## config.mk

```make
export PLATFORM = sky130hd
export DESIGN_NAME = pbs_status
export DESIGN_NICKNAME = d
export VERILOG_FILES = /design/src/pbs_pkg.sv /design/src/pbs_status.sv
export SDC_FILE = /design/constraint.sdc
export NUM_CORES = 1
export LEC_CHECK = 0
export BUFFER_PORTS_ARGS = -buffer_cell sky130_fd_sc_hd__buf_2
export CORE_UTILIZATION = 31
export DETAILED_ROUTE_END_ITERATION = 8
export PLACE_DENSITY_LB_ADDON = 0.2
export SKIP_CTS_REPAIR_TIMING = 1
export SLEW_MARGIN = 25
export SYNTH_ARGS = -nofsm -noshare
export SYNTH_HDL_FRONTEND = slang
export SYNTH_SLANG_ARGS = --single-unit
```

## constraint.sdc

```tcl
create_clock -name clock -period 2 [get_ports clock]
set_input_delay 0.5 -clock clock [delete_from_list [all_inputs] [get_ports clock]]
set_output_delay 0.5 -clock clock [all_outputs]
set_load 0.02 [all_outputs]
```

## src/pbs_pkg.sv

```systemverilog
package pbs_pkg;
	localparam logic [4:0]  PBS_ADDR        = 5'h01;
	localparam int          PBS_BIT_T4      = 15;
	localparam int          PBS_BIT_PRE     = 6;
	localparam int          PBS_BIT_ANDONE  = 5;
	localparam int          PBS_BIT_RFAULT  = 4;
	localparam int          PBS_BIT_ANABL   = 3;
	localparam int          PBS_BIT_LINK    = 2;
	localparam int          PBS_BIT_JABBER  = 1;
	localparam int          PBS_BIT_EXT     = 0;
	localparam int          PBS_OPT_PRE_BIT = 1;
	localparam int          PBS_PARTNER_RF  = 13;
	localparam logic [3:0]  PBS_ABILITY     = 4'hF;
	localparam logic [3:0]  PBS_UNUSED      = 4'h0;
	localparam logic [5:0]  PBS_PRE_FULL    = 6'h20;
	localparam logic [5:0]  PBS_PRE_SHORT   = 6'h02;
	localparam logic [15:0] PBS_RESET_VALUE = 16'h7849;
	typedef struct packed {
		logic [15:0] rdata;
		logic        rfault;
		logic        link;
		logic        jabber;
		logic [5:0]  pre_len;
	} pbs_state_s;
endpackage

```

## src/pbs_status.sv

```systemverilog
`timescale 1ns/1ps
module pbs_status (
	// Clock and reset
	input  wire  logic        clock,
	input  wire  logic        sys_rst,
	// Management read port
	input  wire  logic [4:0]  reg_addr,
	input  wire  logic        reg_rd,
	output logic [15:0]       reg_rdata,
	// Inputs from sibling registers
	input  wire  logic [15:0] mgmt_options_register,
	input  wire  logic [15:0] link_partner_ability_register,
	// Link, negotiation, fault, jabber and speed conditions
	input  wire  logic        an_enable,
	input  wire  logic        an_done,
	input  wire  logic        far_end_fault,
	input  wire  logic        link_pass,
	input  wire  logic        jabber_seen,
	input  wire  logic        speed_100,
	// Preamble length the management receiver needs
	output logic [5:0]        preamble_bits
);
	import pbs_pkg::*;

	pbs_state_s s_r;
	pbs_state_s s_nxt;
	logic       rd_hit;
	logic       rf_now;
	logic       jab_now;
	logic       pre_on;

	// ------------------------------------------------------------
	// Condition decode
	// ------------------------------------------------------------
	assign rd_hit  = reg_rd && (reg_addr == PBS_ADDR);
	assign rf_now  = link_partner_ability_register[PBS_PARTNER_RF] || far_end_fault;
	assign jab_now = jabber_seen && !speed_100;
	assign pre_on  = mgmt_options_register[PBS_OPT_PRE_BIT];

	// ------------------------------------------------------------
	// Latches, snapshot and preamble length
	// ------------------------------------------------------------
	// Latches update after the read captures data, so no event is lost
	always_comb begin
		s_nxt = s_r;
		// Preamble length is registered so the output comes from a flop
		s_nxt.pre_len = pre_on ? PBS_PRE_SHORT : PBS_PRE_FULL;
		// Remote fault: latched high, a read clears only once cause is gone
		if (rf_now)
			s_nxt.rfault = 1'b1;
		else if (rd_hit)
			s_nxt.rfault = 1'b0;
		// Jabber: same scheme, forced low at 100 Mb/s
		if (speed_100)
			s_nxt.jabber = 1'b0;
		else if (jab_now)
			s_nxt.jabber = 1'b1;
		else if (rd_hit)
			s_nxt.jabber = 1'b0;
		// Link: a failure holds low until read, then follows link pass
		if (!link_pass)
			s_nxt.link = 1'b0;
		else if (rd_hit || s_r.link)
			s_nxt.link = 1'b1;
		// Read data captured from the pre-update latch values
		if (rd_hit) begin
			s_nxt.rdata[PBS_BIT_T4]           = 1'b0;
			s_nxt.rdata[14:11]                = PBS_ABILITY;
			s_nxt.rdata[10:7]                 = PBS_UNUSED;
			s_nxt.rdata[PBS_BIT_PRE]          = pre_on;
			s_nxt.rdata[PBS_BIT_ANDONE]       = an_enable && an_done;
			s_nxt.rdata[PBS_BIT_RFAULT]       = s_r.rfault || rf_now;
			s_nxt.rdata[PBS_BIT_ANABL]        = 1'b1;
			s_nxt.rdata[PBS_BIT_LINK]         = s_r.link;
			s_nxt.rdata[PBS_BIT_JABBER]       = (s_r.jabber || jab_now) && !speed_100;
			s_nxt.rdata[PBS_BIT_EXT]          = 1'b1;
		end
	end

	// ------------------------------------------------------------
	// State register
	// ------------------------------------------------------------
	// Link resets low so the first read shows 0
	always_ff @(posedge clock) begin
		if (sys_rst) begin
			s_r.rdata  <= PBS_RESET_VALUE;
			s_r.rfault <= 1'b0;
			s_r.link   <= 1'b0;
			s_r.jabber <= 1'b0;
			s_r.pre_len <= PBS_PRE_SHORT; // Matches the mirrored bit's default
		end else begin
			s_r <= s_nxt;
		end
	end

	// Both outputs come straight from flops
	assign reg_rdata     = s_r.rdata;
	assign preamble_bits = s_r.pre_len;

	// ------------------------------------------------------------
	// Checks
	// ------------------------------------------------------------
	AST_FIXED_BITS: assert property (@(posedge clock) disable iff (sys_rst)
		$past(rd_hit) |-> reg_rdata[15:7] == 9'h0F0)
		else $error("fixed status bits wrong");
	AST_FIXED_LOW: assert property (@(posedge clock) disable iff (sys_rst)
		$past(rd_hit) |-> reg_rdata[3] && reg_rdata[0])
		else $error("ability bits not set");
	AST_PRE_MIRROR: assert property (@(posedge clock) disable iff (sys_rst)
		rd_hit |=> reg_rdata[6] == $past(pre_on))
		else $error("preamble bit not mirrored");
	AST_PRE_LEN: assert property (@(posedge clock) disable iff (sys_rst)
		1'b1 |=> preamble_bits == ($past(pre_on) ? 6'h02 : 6'h20))
		else $error("preamble length wrong");
	AST_AN_OFF: assert property (@(posedge clock) disable iff (sys_rst)
		rd_hit && !an_enable |=> !reg_rdata[5])
		else $error("an complete with an disabled");
	AST_RF_HOLD: assert property (@(posedge clock) disable iff (sys_rst)
		rf_now ##1 !rd_hit |=> s_r.rfault)
		else $error("remote fault dropped without read");
	AST_RF_READ: assert property (@(posedge clock) disable iff (sys_rst)
		rf_now ##1 rd_hit |=> reg_rdata[4])
		else $error("remote fault lost on read");
	AST_LINK_LATCH: assert property (@(posedge clock) disable iff (sys_rst)
		!link_pass ##1 (link_pass && !rd_hit) [*2] |=> !s_r.link)
		else $error("link rose without read");
	AST_LINK_READ: assert property (@(posedge clock) disable iff (sys_rst)
		!s_r.link && rd_hit |=> !reg_rdata[2])
		else $error("link read not latched value");
	AST_JAB_100: assert property (@(posedge clock) disable iff (sys_rst)
		speed_100 |=> !s_r.jabber)
		else $error("jabber set at 100");
	AST_JAB_HOLD: assert property (@(posedge clock) disable iff (sys_rst)
		s_r.jabber && !rd_hit && !speed_100 |=> s_r.jabber)
		else $error("jabber cleared without read");

	// ------------------------------------------------------------
	// Field checks
	// ------------------------------------------------------------
	// Reset loads the idle word and clears every latch
	AST_RESET_VAL: assert property (@(posedge clock)
		sys_rst |=> reg_rdata == PBS_RESET_VALUE && !s_r.link && !s_r.rfault && !s_r.jabber)
		else $error("reset state wrong");
	// Four-pair ability never advertised
	AST_T4_ZERO: assert property (@(posedge clock) disable iff (sys_rst)
		$past(rd_hit) |-> !reg_rdata[PBS_BIT_T4])
		else $error("four-pair bit set");
	// Unused field stays clear in every snapshot
	AST_UNUSED_ZERO: assert property (@(posedge clock) disable iff (sys_rst)
		$past(rd_hit) |-> reg_rdata[10:7] == PBS_UNUSED)
		else $error("unused bits not zero");
	// Negotiation ability always reported
	AST_ANABL_BIT: assert property (@(posedge clock) disable iff (sys_rst)
		$past(rd_hit) |-> reg_rdata[PBS_BIT_ANABL])
		else $error("negotiation ability bit clear");

	// Completion shows when negotiation is enabled and done
	AST_AN_DONE: assert property (@(posedge clock) disable iff (sys_rst)
		rd_hit && an_enable && an_done |=> reg_rdata[PBS_BIT_ANDONE])
		else $error("an complete not reported");
	// No completion before negotiation has finished
	AST_AN_WAIT: assert property (@(posedge clock) disable iff (sys_rst)
		rd_hit && !an_done |=> !reg_rdata[PBS_BIT_ANDONE])
		else $error("an complete reported early");

	// Any fault cause sets the latch on the next edge
	AST_RF_SET: assert property (@(posedge clock) disable iff (sys_rst)
		rf_now |=> s_r.rfault)
		else $error("remote fault not latched");
	// A read clears the latch once the cause has gone
	AST_RF_CLEAR: assert property (@(posedge clock) disable iff (sys_rst)
		s_r.rfault && rd_hit && !rf_now |=> !s_r.rfault)
		else $error("remote fault not cleared by read");
	// A read with the cause still present keeps the latch
	AST_RF_KEEP: assert property (@(posedge clock) disable iff (sys_rst)
		rd_hit && rf_now |=> s_r.rfault)
		else $error("remote fault cleared while present");
	// A live fault is reported by the read that meets it
	AST_RF_READ_LIVE: assert property (@(posedge clock) disable iff (sys_rst)
		rd_hit && rf_now |=> reg_rdata[PBS_BIT_RFAULT])
		else $error("live remote fault not reported");

	// Link loss drops the latch on the next edge
	AST_LINK_DROP: assert property (@(posedge clock) disable iff (sys_rst)
		!link_pass |=> !s_r.link)
		else $error("link latch kept after failure");
	// A read while in link pass raises the latch again
	AST_LINK_RISE: assert property (@(posedge clock) disable iff (sys_rst)
		link_pass && rd_hit |=> s_r.link)
		else $error("link latch not raised by read");
	// An established link stays reported
	AST_LINK_KEEP: assert property (@(posedge clock) disable iff (sys_rst)
		s_r.link && link_pass |=> s_r.link)
		else $error("link latch dropped while link pass");
	// A read of an established link returns 1
	AST_LINK_UP_READ: assert property (@(posedge clock) disable iff (sys_rst)
		s_r.link && rd_hit |=> reg_rdata[PBS_BIT_LINK])
		else $error("link up not reported");

	// Jabber at 10 Mb/s sets the latch
	AST_JAB_SET: assert property (@(posedge clock) disable iff (sys_rst)
		jabber_seen && !speed_100 |=> s_r.jabber)
		else $error("jabber not latched");
	// A read clears the latch once jabber has ended
	AST_JAB_CLEAR: assert property (@(posedge clock) disable iff (sys_rst)
		s_r.jabber && rd_hit && !jabber_seen |=> !s_r.jabber)
		else $error("jabber not cleared by read");
	// A latched jabber is reported by the next read
	AST_JAB_READ: assert property (@(posedge clock) disable iff (sys_rst)
		s_r.jabber && rd_hit && !speed_100 |=> reg_rdata[PBS_BIT_JABBER])
		else $error("jabber read lost");
	// At 100 Mb/s a read never shows jabber
	AST_JAB_READ_100: assert property (@(posedge clock) disable iff (sys_rst)
		rd_hit && speed_100 |=> !reg_rdata[PBS_BIT_JABBER])
		else $error("jabber read at 100");

	// Read data holds between reads of this register
	AST_HOLD_DATA: assert property (@(posedge clock) disable iff (sys_rst)
		!rd_hit |=> $stable(reg_rdata))
		else $error("read data changed without read");
	// Reads of other addresses leave the word alone
	AST_RD_OTHER: assert property (@(posedge clock) disable iff (sys_rst)
		reg_rd && reg_addr != PBS_ADDR |=> $stable(reg_rdata))
		else $error("other address refreshed word");
endmodule

```

==> reports/qor.csv <==
stage,metric,value,unit
status,outcome,completed,
global_routing,use_met2,17.3,%
timing,whs,0.420,ns
power_and_ir_drop,power.switching,0.104,mW
clock_network,clock_latency,0.25,ns
floorplanning,ios,68,
global_routing,grtUsageMet3,5.00,%
routing,drtPass1Iterations,4,
layout,layout_common_cells,"buf_2 (22), conb_1 (15), dfxtp_1 (10)",
placement,dp_hpwl,662,um
power_and_ir_drop,seqPwrFrac,52.2,%
power_and_ir_drop,combPwrFrac,15.3,%
routing,ant_nets,0,
routing,drt_iter0_markers,3,
critical_path,reg2reg_depth,3,
layout,drive_gt1_share,32.9,%
routing,wl,814,um
global_routing,grt_pass1_wl,1390,um
clock_network,clk_pin_slew_worst_paths,0.06,ns
clock_network,cts.sinks,10,
critical_path,required,2.19,ns
critical_path,worstPathMaxFanout,6,
floorplanning,die-area,1920,sq um
routing,viasPerCell,4.09,
clock_network,htreeDepth,1,
power_and_ir_drop,power_density,675,nW/um^2
timing,tns,0,ns
placement,numPortBuffers,22,
yosys,ys_seq_area_share,37.0,%
layout,final_nets,130,
critical_path,cp-startpoint,reg_addr[1],
critical_path,critPathCapture,reg_rdata[1],
job,max_cap_violations,0,
critical_path,cp.arrival,1.79,ns
global_routing,overflow,0,
timing,setup_viol,0,
floorplanning,start_util,34.4,%
global_routing,top_usage_layer,met2,
routing,drcViolationCount,0,
critical_path,crit_type,in -> reg,
power_and_ir_drop,p_leak,0.303,nW
yosys,ys_warn_count,0,
routing,vias,401,
timing,drv_slew,0,
global_routing,grtUsageMet1,10.1,%
global_routing,grt_pass1_vias,360,
layout,nFillCells,175,
layout,final_common_cell,buf_2,
floorplanning,die_height,43.8,um
layout,antenna_cells,0,
critical_path,rr_endpoint,reg_rdata[1],
floorplanning,die-width,43.8,um
clock_network,clockBufferDepth,2,
clock_network,cts_inserted_buffers,3,
power_and_ir_drop,p_clk_share,32.5,%
layout,syn2layout_area_growth,8.08,%
power_and_ir_drop,power_switching_share,26.4,%
yosys,syn_avg_cell_area,8.33,sq um
power_and_ir_drop,ir_drop,0.321,mV
yosys,yosysUniqueCellTypes,14,
timing,rsz0062_at_grt,false,
yosys,netlist_area,542,sq um
global_routing,antenna_found_initial,0,
yosys,synth_seq_cells,10,
timing,hold_viol_final,0,
power_and_ir_drop,p_int,0.291,mW
global_routing,grt_util_all_layers,10.5,%
routing,wl_per_cell,8.31,um
critical_path,rrSetupSlack,1.04,ns
global_routing,grt_start_max_net_pins,9,
critical_path,end_kind,register,
floorplanning,fp-row-count,14,
clock_network,root_buffer,clkbuf_4,
floorplanning,coreArea,1580,sq um
clock_network,cts_tree,yes,
yosys,synthCells,65,
layout,finalCoreUtilization,37.1,%
critical_path,start_kind,input pin,
timing,fin_crit_sh,79.8,%
timing,fmax,627,MHz
hold_path,min_path_type,in -> reg,
placement,globalplace.congestion,0.679,
timing,min_period,1.60,ns
timing,fin_worst_skew,0.000289,ns
critical_path,rr_startpoint,s_r[6],
-- stage by stage --
stage,std cells,instance area [sq um],setup slack [ns],total power [mW]
final,98,586,0.405,0.395
after global routing,98,586,0.336,0.427
after global placement,95,563,0.160,0.270
after detailed placement,95,563,0.149,0.271
after CTS,98,586,0.420,0.406
after floorplan,78,591,0.298,0.275
-- worst min-delay path by stage --
| stage | startpoint | slack, ns | endpoint | cells after the start |
|---|---|---|---|---|
| 2_1_floorplan | reg_rdata[2] | 0.44 | reg_rdata[2] | 2 |
| 3_3_place_gp | reg_rdata[2] | 0.44 | reg_rdata[2] | 2 |
| 3_5_place_dp | reg_rdata[4] | 0.45 | reg_rdata[4] | 2 |
| 4_1_cts | mgmt_options_register[1] | 0.41 | preamble_bits[5] | 2 |
| 5_1_grt | mgmt_options_register[1] | 0.41 | preamble_bits[5] | 2 |
| 6_report | mgmt_options_register[1] | 0.42 | preamble_bits[5] | 2 |
-- power groups by stage --
| stage | sequential [mW] | combinational [mW] | clock (mW) |
|---|---|---|---|
| floorplan | 0.211 | 0.0648 | 0 |
| global placement | 0.211 | 0.0596 | 0 |
| detailed placement | 0.211 | 0.0601 | 0 |
| CTS | 0.206 | 0.0602 | 0.139 |
| global route | 0.207 | 0.0667 | 0.153 |
| finish | 0.206 | 0.0604 | 0.129 |
-- routing by layer --
layer	part of all wire, %	up-vias
li1	-	213
met1	42	165
met2	50	23
met3	7.7	0
met4	0	0
met5	0	-
-- worst max-delay path, stage by stage --
cell,delay (ns)
buf_2,0.10
or4b_4,0.57
or4_1,0.48
a21oi_1,0.14
-- cell families after synthesis --
family	after synthesis	synth area share, %
AOI/OAI and AO/OA	8	8.31
buffers and inverters	24	31.9
DFF	10	37.0
muxes	2	3.70
other	2	1.39
and+or+nand+nor	19	17.8
-- cell usage after synthesis --
| library cell | instances | share of area (%) |
|---|---|---|
| a21oi_1 | 2 | 1.8 |
| or4_1 | 3 | 4.2 |
| o21ai_0 | 5 | 4.6 |
| nor3_1 | 1 | 0.92 |
| mux2i_1 | 2 | 3.7 |
| nor2_1 | 6 | 4.2 |
| inv_1 | 2 | 1.4 |
| or4b_4 | 1 | 2.5 |
| conb_1 | 2 | 1.4 |
| nand2_1 | 7 | 4.9 |
| buf_4 | 22 | 30 |
| o211a_1 | 1 | 1.8 |
| dfxtp_1 | 10 | 37 |
| nand2b_1 | 1 | 1.2 |
-- final cells by class --
type / instances / area (sq um) / area share, %
well taps: 16 / 20.0 / 3.42
repair buffers: 23 / 118 / 20.1
flip-flops and latches: 10 / 200 / 34.2
multi-input cells: 44 / 218 / 37.2
clock buffers: 3 / 22.5 / 3.85
inverters: 2 / 7.51 / 1.28
-- sequential cells by signal (all words and copies together), names as in the netlist --
register / flops
reg_rdata: 5
s_r: 3
preamble_bits: 2
No activity file was read; power rests on OpenSTA's default activity.
